File: src/logic/led_cur_cfg.svh
// Purpose: offsets, field positions, reset values and timing counts
// Assumes: ref_clk at 200 MHz
// Notes: definitions only
`ifndef LED_CUR_CFG_SVH
`define LED_CUR_CFG_SVH

// ----------------------------------------
// register offsets and reset values
// ----------------------------------------
`define ADDR_FLASH_CH2 8'h02
`define ADDR_TORCH_PAIR 8'h03
`define ADDR_INDICATOR 8'h05
`define REG_RESET 8'h00

// ----------------------------------------
// field positions
// ----------------------------------------
`define FLASH_LVL_MSB 7
`define FLASH_LVL_LSB 3
`define TORCH1_MSB 6
`define TORCH1_LSB 4
`define TORCH2_MSB 2
`define TORCH2_LSB 0
`define BLINK_BIT 6
`define RAMP_BIT 5
`define LAMP_LVL_MSB 4
`define LAMP_LVL_LSB 0

// ----------------------------------------
// timing
// ----------------------------------------
`define CLK_PERIOD_NS 5
`define MS_NS 1000000
`define MS_CYCLES (`MS_NS / `CLK_PERIOD_NS)
`define ON_BASE_MS 128
`define OFF_BASE_MS 512
`define RAMP_BASE_MS 128
`define RAMP_STEP_SHIFT 5

`endif

File: src/logic/led_cur_pkg.sv
// Purpose: shared types of the current-setting bank
// Assumes: nothing
// Notes: numbers live in led_cur_cfg.svh
package led_cur_pkg;

  // register port request and answer
  typedef struct packed {
    logic wr;
    logic rd;
    logic [7:0] addr;
    logic [7:0] wdata;
  } reg_req_t;

  typedef struct packed {
    logic valid;
    logic [7:0] data;
  } reg_rsp_t;

  // fields of the separate lamp timing register
  typedef struct packed {
    logic [1:0] off_time;
    logic [1:0] on_time;
    logic [1:0] rise_time;
    logic [1:0] fall_time;
  } lamp_timing_t;

  typedef enum logic [1:0] {
    LAMP_DARK = 2'b00,
    LAMP_RISE = 2'b01,
    LAMP_LIT = 2'b10,
    LAMP_FALL = 2'b11
  } lamp_state_t;

endpackage

File: src/logic/lamp_sequencer.sv
// Purpose: blink and ramp sequencing of the status lamp current
// Assumes: lamp_request, codes and timing synchronous to ref_clk
// Notes: all decisions are taken on a 1 ms enable pulse
`include "led_cur_cfg.svh"

module lamp_sequencer
  import led_cur_pkg::*;
#(
  parameter int unsigned MS_CYCLES = `MS_CYCLES
) (
  input wire logic ref_clk,
  input wire logic resetn,
  input wire logic lamp_request,
  input wire logic blink_enable,
  input wire logic ramp_enable,
  input wire logic [4:0] level_code,
  input wire lamp_timing_t timing,
  output logic [5:0] drive_level,
  output logic lit
);

  localparam int unsigned DIV_W = (MS_CYCLES > 1) ? $clog2(MS_CYCLES) : 1;

  logic [DIV_W-1:0] div_cnt, next_div_cnt;
  logic tick, next_tick;
  lamp_state_t state, next_state;
  logic [12:0] ms_cnt, next_ms_cnt;
  logic [5:0] step_cnt, next_step_cnt;
  logic [5:0] next_drive_level;
  logic next_lit;
  logic [5:0] target;
  logic [12:0] on_ms, off_ms;
  logic [5:0] rise_step, fall_step;

  // 0.5 mA units: code plus one, so code 0 is still lit
  assign target = {1'b0, level_code} + 6'h01;
  assign on_ms = 13'(`ON_BASE_MS) << timing.on_time;
  assign off_ms = 13'(`OFF_BASE_MS) << timing.off_time;
  assign rise_step = 6'(`RAMP_BASE_MS >> `RAMP_STEP_SHIFT) << timing.rise_time;
  assign fall_step = 6'(`RAMP_BASE_MS >> `RAMP_STEP_SHIFT) << timing.fall_time;

  // millisecond enable divider
  always_comb begin
    next_tick = (div_cnt == DIV_W'(MS_CYCLES - 1));
    next_div_cnt = next_tick ? '0 : div_cnt + 1'b1;
  end

  // sequencer; changes wait for the next tick, so up to 1 ms latency
  always_comb begin
    next_state = state;
    next_ms_cnt = ms_cnt;
    next_step_cnt = step_cnt;
    next_drive_level = drive_level;
    if (tick) begin
      unique case (state)
        LAMP_DARK: begin
          next_drive_level = '0;
          // (RULE_11) off interval wait
          if (!lamp_request) begin
            next_ms_cnt = off_ms;
          end else if (!blink_enable || ms_cnt >= off_ms - 13'h0001) begin
            next_state = LAMP_RISE;
            next_step_cnt = '0;
          end else begin
            next_ms_cnt = ms_cnt + 13'h0001;
          end
        end
        LAMP_RISE: begin
          // (RULE_12) stepped ramp up
          if (!lamp_request) begin
            next_state = LAMP_FALL;
          end else if (!ramp_enable || drive_level >= target) begin
            next_drive_level = target;
            next_state = LAMP_LIT;
            next_ms_cnt = '0;
          end else if (step_cnt >= rise_step - 6'h01) begin
            next_drive_level = drive_level + 6'h01;
            next_step_cnt = '0;
          end else begin
            next_step_cnt = step_cnt + 6'h01;
          end
        end
        LAMP_LIT: begin
          next_drive_level = target;
          // (RULE_11) on interval end
          if (!lamp_request || (blink_enable && ms_cnt >= on_ms - 13'h0001)) begin
            next_state = LAMP_FALL;
            next_step_cnt = '0;
          end else begin
            next_ms_cnt = ms_cnt + 13'h0001;
          end
        end
        LAMP_FALL: begin
          // (RULE_12) stepped ramp down
          if (!ramp_enable || drive_level == 6'h00) begin
            next_drive_level = '0;
            next_state = LAMP_DARK;
            next_ms_cnt = '0;
          end else if (step_cnt >= fall_step - 6'h01) begin
            next_drive_level = drive_level - 6'h01;
            next_step_cnt = '0;
          end else begin
            next_step_cnt = step_cnt + 6'h01;
          end
        end
      endcase
    end
    next_lit = (next_state == LAMP_LIT);
  end

  always_ff @(posedge ref_clk or negedge resetn) begin
    if (!resetn) begin
      div_cnt <= '0;
      tick <= 1'b0;
      state <= LAMP_DARK;
      ms_cnt <= '0;
      step_cnt <= '0;
      drive_level <= '0;
      lit <= 1'b0;
    end else begin
      div_cnt <= next_div_cnt;
      tick <= next_tick;
      state <= next_state;
      ms_cnt <= next_ms_cnt;
      step_cnt <= next_step_cnt;
      drive_level <= next_drive_level;
      lit <= next_lit;
    end
  end
endmodule

File: src/logic/led_current_setting_regs.sv
// Purpose: flash, torch and status lamp current-setting registers
// Assumes: register port and lamp inputs synchronous to ref_clk
// Notes: one read answer per read strobe, one cycle later

`include "led_cur_cfg.svh"

// Summary of operation
// (RULE_01) flash channel two register at 0x02
// (RULE_02) bits 7:3 pick flash current code
// (RULE_03) reserved bits carry no function
// (RULE_04) torch pair register at 0x03
// (RULE_05) bits 6:4 pick channel one torch
// (RULE_06) bits 2:0 pick channel two torch
// (RULE_07) status lamp register at 0x05
// (RULE_08) bit 6 enables lamp blinking
// (RULE_09) bit 5 enables lamp ramping
// (RULE_10) bits 4:0 pick lamp current
// (RULE_11) blink alternates timed on and off
// (RULE_12) ramps follow timed rise and fall
// (RULE_13) reads return fields, reserved as zero
// (RULE_14) lamp current is half mA times code+1
module led_current_setting_regs
  import led_cur_pkg::*;
#(
  parameter int unsigned MS_CYCLES = `MS_CYCLES
) (
  input wire logic ref_clk,
  input wire logic resetn,
  input wire reg_req_t reg_req,
  input wire logic lamp_request,
  input wire lamp_timing_t lamp_timing_register,
  output reg_rsp_t reg_rsp,
  output logic [4:0] ch2_flash_level,
  output logic [2:0] ch1_torch_level,
  output logic [2:0] ch2_torch_level,
  output logic lamp_blink_enable,
  output logic lamp_ramp_enable,
  output logic [4:0] lamp_current_level,
  output logic [5:0] lamp_drive_level,
  output logic lamp_lit
);

  // ----------------------------------------
  // register fields
  // ----------------------------------------
  logic [4:0] next_ch2_flash_level;
  logic [2:0] next_ch1_torch_level;
  logic [2:0] next_ch2_torch_level;
  logic next_lamp_blink_enable;
  logic next_lamp_ramp_enable;
  logic [4:0] next_lamp_current_level;
  reg_rsp_t next_reg_rsp;
  logic [7:0] read_word;
  logic addr_mapped;

  // field updates; reserved bits of wdata are simply not stored
  always_comb begin
    next_ch2_flash_level = ch2_flash_level;
    next_ch1_torch_level = ch1_torch_level;
    next_ch2_torch_level = ch2_torch_level;
    next_lamp_blink_enable = lamp_blink_enable;
    next_lamp_ramp_enable = lamp_ramp_enable;
    next_lamp_current_level = lamp_current_level;
    if (reg_req.wr) begin
      case (reg_req.addr)
        // (RULE_01) flash code store
        `ADDR_FLASH_CH2: begin
          // (RULE_02) flash code field
          next_ch2_flash_level = reg_req.wdata[`FLASH_LVL_MSB:`FLASH_LVL_LSB];
        end
        // (RULE_04) torch pair store
        `ADDR_TORCH_PAIR: begin
          // (RULE_05) channel one torch
          next_ch1_torch_level = reg_req.wdata[`TORCH1_MSB:`TORCH1_LSB];
          // (RULE_06) channel two torch
          next_ch2_torch_level = reg_req.wdata[`TORCH2_MSB:`TORCH2_LSB];
        end
        // (RULE_07) lamp register store
        `ADDR_INDICATOR: begin
          // (RULE_08) blink enable bit
          next_lamp_blink_enable = reg_req.wdata[`BLINK_BIT];
          // (RULE_09) ramp enable bit
          next_lamp_ramp_enable = reg_req.wdata[`RAMP_BIT];
          // (RULE_10) lamp current code
          next_lamp_current_level = reg_req.wdata[`LAMP_LVL_MSB:`LAMP_LVL_LSB];
        end
        default: begin
          // unmapped offsets: writes are dropped
        end
      endcase
    end
  end

  // ----------------------------------------
  // read path
  // ----------------------------------------

  // (RULE_13) fields back, reserved zero
  always_comb begin
    read_word = `REG_RESET;
    addr_mapped = 1'b1;
    case (reg_req.addr)
      `ADDR_FLASH_CH2: begin
        // (RULE_03) bits 2:0 read as zero
        read_word[`FLASH_LVL_MSB:`FLASH_LVL_LSB] = ch2_flash_level;
      end
      `ADDR_TORCH_PAIR: begin
        read_word[`TORCH1_MSB:`TORCH1_LSB] = ch1_torch_level;
        read_word[`TORCH2_MSB:`TORCH2_LSB] = ch2_torch_level;
      end
      `ADDR_INDICATOR: begin
        read_word[`BLINK_BIT] = lamp_blink_enable;
        read_word[`RAMP_BIT] = lamp_ramp_enable;
        read_word[`LAMP_LVL_MSB:`LAMP_LVL_LSB] = lamp_current_level;
      end
      default: begin
        addr_mapped = 1'b0;
      end
    endcase
  end

  // answer is registered so the host sees a clean one-cycle strobe;
  // a read in the same cycle as a write returns the old value
  always_comb begin
    next_reg_rsp.valid = reg_req.rd;
    next_reg_rsp.data = reg_req.rd ? read_word : `REG_RESET;
  end

  always_ff @(posedge ref_clk or negedge resetn) begin
    if (!resetn) begin
      ch2_flash_level <= '0;
      ch1_torch_level <= '0;
      ch2_torch_level <= '0;
      lamp_blink_enable <= 1'b0;
      lamp_ramp_enable <= 1'b0;
      lamp_current_level <= '0;
      reg_rsp <= '0;
    end else begin
      ch2_flash_level <= next_ch2_flash_level;
      ch1_torch_level <= next_ch1_torch_level;
      ch2_torch_level <= next_ch2_torch_level;
      lamp_blink_enable <= next_lamp_blink_enable;
      lamp_ramp_enable <= next_lamp_ramp_enable;
      lamp_current_level <= next_lamp_current_level;
      reg_rsp <= next_reg_rsp;
    end
  end

  // ----------------------------------------
  // status lamp sequencing
  // ----------------------------------------

  // (RULE_14) drive level is code plus one
  lamp_sequencer #(
    .MS_CYCLES(MS_CYCLES)
  ) u_lamp_sequencer (
    .ref_clk(ref_clk),
    .resetn(resetn),
    .lamp_request(lamp_request),
    .blink_enable(lamp_blink_enable),
    .ramp_enable(lamp_ramp_enable),
    .level_code(lamp_current_level),
    .timing(lamp_timing_register),
    .drive_level(lamp_drive_level),
    .lit(lamp_lit)
  );
endmodule

File: config.mk
export PLATFORM = sky130hd
export DESIGN_NAME = led_current_setting_regs
export DESIGN_NICKNAME = d
export VERILOG_FILES = /design/src/logic/led_cur_pkg.sv /design/src/logic/lamp_sequencer.sv /design/src/logic/led_current_setting_regs.sv
export VERILOG_INCLUDE_DIRS = /design/src /design/src/logic
export SDC_FILE = /design/constraint.sdc
export NUM_CORES = 1
export LEC_CHECK = 0
export BUFFER_PORTS_ARGS = -buffer_cell sky130_fd_sc_hd__buf_2
export CAP_MARGIN = 10
export CORE_MARGIN = 2
export CORE_UTILIZATION = 35
export DETAILED_ROUTE_END_ITERATION = 7
export SLEW_MARGIN = 20
export SYNTH_ARGS = -nofsm -noshare
export SYNTH_HDL_FRONTEND = slang
export SYNTH_HIERARCHICAL = 1
export SYNTH_SLANG_ARGS = --single-unit
File: constraint.sdc
create_clock -name ref_clk -period 4.1 [get_ports ref_clk]
set_input_delay 0.205 -clock ref_clk [delete_from_list [all_inputs] [get_ports ref_clk]]
set_output_delay 0.205 -clock ref_clk [all_outputs]
set_load 0.005 [all_outputs]
# [After elaboration in Yosys (flattened, before gate mapping)]
# Cells that the tools add are included.
[classes] addsub=10 order_cmp=5 eq_ne=20 shift=4 mux=36 n_reduce_logical=16
[op_table] op="13-bit 2-to-1 mux" count=6
[op_table] op="6-bit 2-to-1 mux" count=13
[op_table] op="13-bit one-hot mux with 4 select lines" count=1
[op_table] op="6-bit one-hot mux with 4 select lines" count=2
[op_table] op="13-bit greater-or-equal comparator" count=2
[op_table] op="13-bit by 1-bit subtractor with 13-bit output (second input constant)" count=2
[op_table] op="18-bit by 1-bit adder with 18-bit output (second input constant)" count=1
[op_table] op="18-bit == test (second input constant)" count=1
[op_table] op="6-bit greater-or-equal comparator" count=3
[op_table] op="18-bit 2-to-1 mux" count=1
[op_table] op="6-bit by 1-bit subtractor with 6-bit output (second input constant)" count=3
[op_table] op="8-bit by 2-bit == test with 1-bit output (second input constant)" count=2
[op_table] op="2-bit 2-to-1 mux" count=7
[op_table] op="13-bit by 1-bit adder with 13-bit output (second input constant)" count=1
[op_table] op="10-bit by 2-bit << shifter with 13-bit output (first input constant)" count=1
[op_table] op="8-bit by 2-bit << shifter with 13-bit output (first input constant)" count=1
[op_table] op="6-bit by 1-bit adder with 6-bit output (second input constant)" count=2
[op_table] op="3-bit by 2-bit << shifter with 6-bit output (first input constant)" count=2
[op_table] op="2-bit inequality test (second input constant)" count=5
[op_table] op="3-bit one-hot mux with 3 select lines" count=1
[op_table] op="8-bit by 3-bit == test with 1-bit output (second input constant)" count=1
[op_table] op="8-bit 2-to-1 mux" count=1
[op_table] op="2-bit by 1-bit inequality test with 1-bit output (second input constant)" count=4
[op_table] op="2-bit one-hot mux with 4 select lines" count=1
[op_table] op="17 further kinds" count=27
[totals] register_bits=74 input_bits=29 output_inout_bits=34 word_cells=106

# [Depth between registers and ports, before layout]
[depth] ltp_word=9 depth_mapped=12 ltp_nobuf=10

# [Cells and area by module]
# The synthesis kept the hierarchy.
[by_module_without_submodules] mod="lamp_sequencer" instances=1 cells_per_inst=387 area_per_inst_um2=3404.5 seq_area_each_um2=1176.1
[by_module_without_submodules] mod="led_current_setting_regs" instances=1 cells_per_inst=78 area_per_inst_um2=1113.6 seq_area_each_um2=675.6

# [Worst setup path after synthesis]
# OpenSTA, ideal clock, no wires.
[synth_path] path_kind="flip-flop to flip-flop" from="register lamp_current_level[0]" to="register u_lamp_sequencer.ms_cnt[5]" setup_ps=124 arrival_time_ps=2500 required_time_ps=3976 slack_ps=1477 stages_incl_launch_ff=13 path_buffers=2 period_less_slack_ps=2623 cell_sequence="dfrtp_1 ha_1 nand3_1 xor2_1 ha_1 a21oi_1 o21ai_0 a21o_1 o21ai_2 or2_1 buf_6 buf_8 a211o_1"
[synth_via] elab_chain_len=5
[synth_lines] element="start, declared" line="led_current_setting_regs.sv:38" text="output logic [4:0] lamp_current_level,"
[synth_lines] element="start signal, assigned" line="led_current_setting_regs.sv:144" text="lamp_current_level <= next_lamp_current_level;"
[synth_lines] element="5-bit by 1-bit adder with 6-bit output" line="lamp_sequencer.sv:36" text="assign target = {1'b0, level_code} + 6'h01;"
[synth_lines] element="6-bit greater-or-equal comparator" line="lamp_sequencer.sv:72" text="end else if (!ramp_enable || drive_level >= target) begin"
[synth_lines] element="1-bit logical OR" line="lamp_sequencer.sv:72"
[synth_lines] element="2-bit by 1-bit inequality test with 1-bit output (no source line)"
[synth_lines] element="6-bit AND reduction (no source line)"
[synth_lines] element="end signal, assigned" line="lamp_sequencer.sv:124" text="ms_cnt <= next_ms_cnt;"
[synth_lines] element="end, declared" line="lamp_sequencer.sv:27" text="logic [12:0] ms_cnt, next_ms_cnt;"
# Every way passes these cells.
# A chain may end at the register's enable or synchronous reset.

# [Worst setup path after layout]
[layout_path] from="register lamp_current_level[0]" to="register u_lamp_sequencer.drive_level[5]"
[layout_via] elab_chain_len=6 elab_cells_between_ends=8 cone_classes="add/sub (1); order compare (1); eq/ne (1); mux (3); reduce/logical (2)"
[layout_lines] element="5-bit by 1-bit adder with 6-bit output *" line="lamp_sequencer.sv:36"
[layout_lines] element="6-bit greater-or-equal comparator" line="lamp_sequencer.sv:72"
[layout_lines] element="1-bit logical OR" line="lamp_sequencer.sv:72"
[layout_lines] element="6-bit 2-to-1 mux" line="lamp_sequencer.sv:72"
[layout_lines] element="6-bit 2-to-1 mux" line="lamp_sequencer.sv:70" text="if (!lamp_request) begin"
[layout_lines] element="6-bit one-hot mux with 4 select lines" line="lamp_sequencer.sv:55" text="unique case (state)"
[layout_lines] element="end signal, assigned" line="lamp_sequencer.sv:126" text="drive_level <= next_drive_level;"
[layout_lines] element="end, declared" line="lamp_sequencer.sv:18" text="output logic [5:0] drive_level,"
# Mark *: on every way between the ends. The rest lies on a longest branch, timed or not. The select of a mux whose other input is x is not followed.

==> flow_summary_export.csv <==
group,metric,value,unit
drt,vias,3789,
setup_path,timing.rr.start,"lamp_current_level[0]",
synthesis,yosys_register_bits,74,
drt,ant_nets,0,
final_layout,syn_to_final_growth,16.4,%
setup_path,end_kind,"register",
final_layout,diodes,0,
global_routing,grt_max_degree,75,
clock_network,cts_resized,0,
drt,wire_per_inst,15.3,um
power,p_leak,2.46,nW
clock_network,hold_buffers,1,
synthesis,netlist_area,0.00452,mm^2
clock_network,htree_levels,3,
global_routing,grt_overflow_total,0,
placed_design,dp.cells,685,
synthesis,ys_seq_area_frac,0.410,
setup_path,cp_max_fo,9,
setup_path,crit_start,"lamp_current_level[0]",
final_layout,finalNetCount,580,
global_routing,grtUsageMet3,0.0368,
final_layout,final_area,0.00526,mm^2
global_routing,globalRouteMet1Util,0.212,
flow_run,maxCapViolations,0,
synthesis,synth_cell_types,71,
final_layout,layout_common_cells,"dfrtp_1, buf_2, nor2_1",
synthesis,synth_top_area_cell,"dfrtp_1",
synthesis,syn_avg_cell_area,9.72,um^2
drt,first_iter_violations,251,
global_routing,busiest_layer,"met2",
synthesis,synthCells,465,
clock_network,post_cts_buffers,0,
final_layout,fin_cells,701,
setup_path,critPathLaunchType,"register",
setup_path,worstPathArrival,3.33,ns
clock_network,root_buffer,"clkbuf_16",
placed_design,dp_hpwl,7660,um
placed_design,place_area,0.00495,mm^2
floorplanning,row_count,41,
power,peakVddDrop,0.000234,V
status,outcome,"finished clean",
timing,fin_crit,3.11,ns
drt,viasPerCell,5.41,
timing,worst_hold_slack,0.00315,ns
timing,period_share,0.760,
placed_design,gp_congestion,0.861,
power,p_total,1.65,mW
timing,setup_viol,0,
timing,hold_violations,0,
clock_network,cts_buffers,9,
synthesis,synthFlopType,"dfrtp_1",
timing,rsz0062_at_grt,"no",
floorplanning,start_util,0.358,
hold_path,min_path_type,"in2async",
synthesis,synth.area.top_cells,"dfrtp_1, ha_1, mux2_2, nor2_1, nand2_1",
clock_network,cts.sinks,74,
floorplanning,dieArea,0.0138,mm^2
synthesis,synthArstFlopShare,1.00,
global_routing,antenna_found_initial,0,
clock_network,cts_buffer_depth,2,
synthesis,yosys_warnings,6,
clock_network,cts_tree,"built",
timing,tightest_slew,0.948,ns
clock_network,clkLatencyLatePin,0.34,ns
drt,drc,0,
synthesis,synth_top_cell_area_share,0.410,
global_routing,grt_usage,0.158,
timing,max_freq,321,MHz
floorplanning,ios,63,
setup_path,worst-setup-path-type,"reg2reg",
synthesis,synth-edff-count,0,
timing,slew_headroom,0.368,
global_routing,met2_usage,0.249,
timing,tns,0,ns
power,power_density,313,mW/mm^2
floorplanning,chipWidth,118,um
global_routing,grt_pass1_vias,3755,
floorplanning,core-area,0.0126,mm^2
timing,fin_skew,0.00724,ns
final_layout,drive_gt1_frac,0.216,
setup_path,required,4.31,ns
floorplanning,die_height,118,um
global_routing,grt_pass1_wl,18100,um
drt,drt-pass1-iter-count,7,
drt,wl,10700,um
final_layout,final_common_cell,"dfrtp_1",
clock_network,clk_transition_reported_paths,0.06,ns
timing,drv_slew,0,
placed_design,port_buffers,62,
==> flip-flops by register name, summed over array words and instances, names as in the netlist, 5 cells and up <==
signal and count:
reg_rsp 9, u_lamp_sequencer/step_cnt 6, u_lamp_sequencer/ms_cnt 13, u_lamp_sequencer/div_cnt 18, lamp_current_level 5, ch2_flash_level 5, u_lamp_sequencer/drive_level 6
==> power breakdown <==
part	leakage (nW)	total, mW	switching (mW)	internal (mW)
logic	1.37	0.108	0.0612	0.0463
registers	0.954	0.755	0.0145	0.741
clock network	0.146	0.783	0.298	0.485
total	2.46	1.65	0.374	1.27
==> metrics by stage <==
stage               setup WS [ns]  utilization
global route                0.696        0.417
floorplan                    1.48            -
CTS                          1.02        0.417
global placement             1.13        0.393
finish                      0.986        0.417
detailed placement           1.02        0.393
==> layer usage <==
metal / wire [um] / up-vias
li1: - / 1830
met5: 0 / -
met1: 5060 / 1839
met2: 5000 / 108
met4: 140 / 0
met3: 547 / 12
==> path summary, 6_finish.rpt <==
path	end	slack [ns]	cells past startpoint
max	u_lamp_sequencer/drive_level[5]	0.99	10
min	u_lamp_sequencer/step_cnt[2]	0.003	1
max reg2reg	u_lamp_sequencer/drive_level[5]	0.99	10
min reg2reg	u_lamp_sequencer/div_cnt[0]	0.48	1
max in group asynchronous	u_lamp_sequencer/drive_level[2]	3.47	1
min in group ref_clk	ch2_flash_level[4]	0.11	2
==> worst max-delay path: stages (launching register included) <==
cell and delay, ns:
dfrtp_1 0.49, ha_1 0.25, nand3_1 0.09, xor2_1 0.17, ha_1 0.30, a21oi_1 0.07, o21ai_0 0.29, a21oi_1 0.21
o21ai_0 0.52, a221oi_1 0.19, a2111oi_1 0.40
==> logic make-up after synthesis <==
kind of cell	after synthesis	share of synthesized area
buffers and inverters	33	0.0371
and+or+nand+nor	184	0.218
AOI/OAI and AO/OA	104	0.167
other	1	0.000830
DFF	74	0.410
muxes	22	0.0546
xor gates and xnor gates	21	0.0407
adders and majority gates	26	0.0720
==> Yosys cell counts (7+ instances only) <==
cell / n
a21oi_1: 12
a22oi_1: 7
and3_1: 16
dfrtp_1: 74
ha_1: 26
inv_1: 17
mux2_2: 21
nand2_1: 37
nand3_1: 25
nor2_1: 41
nor2b_1: 11
nor3_1: 8
o21ai_0: 25
o31ai_1: 7
xnor2_1: 7
xor2_1: 14
==> layout make-up <==
cell class	count	area (um^2)
fill	1263	7360
clock inverter	4	52.6
clock buffer	11	243
inverter	17	63.8
tap	172	215
multi-input combinational	359	2500
sequential	74	1850
timing repair buffer	64	330
(Power assumes the default switching activity.)
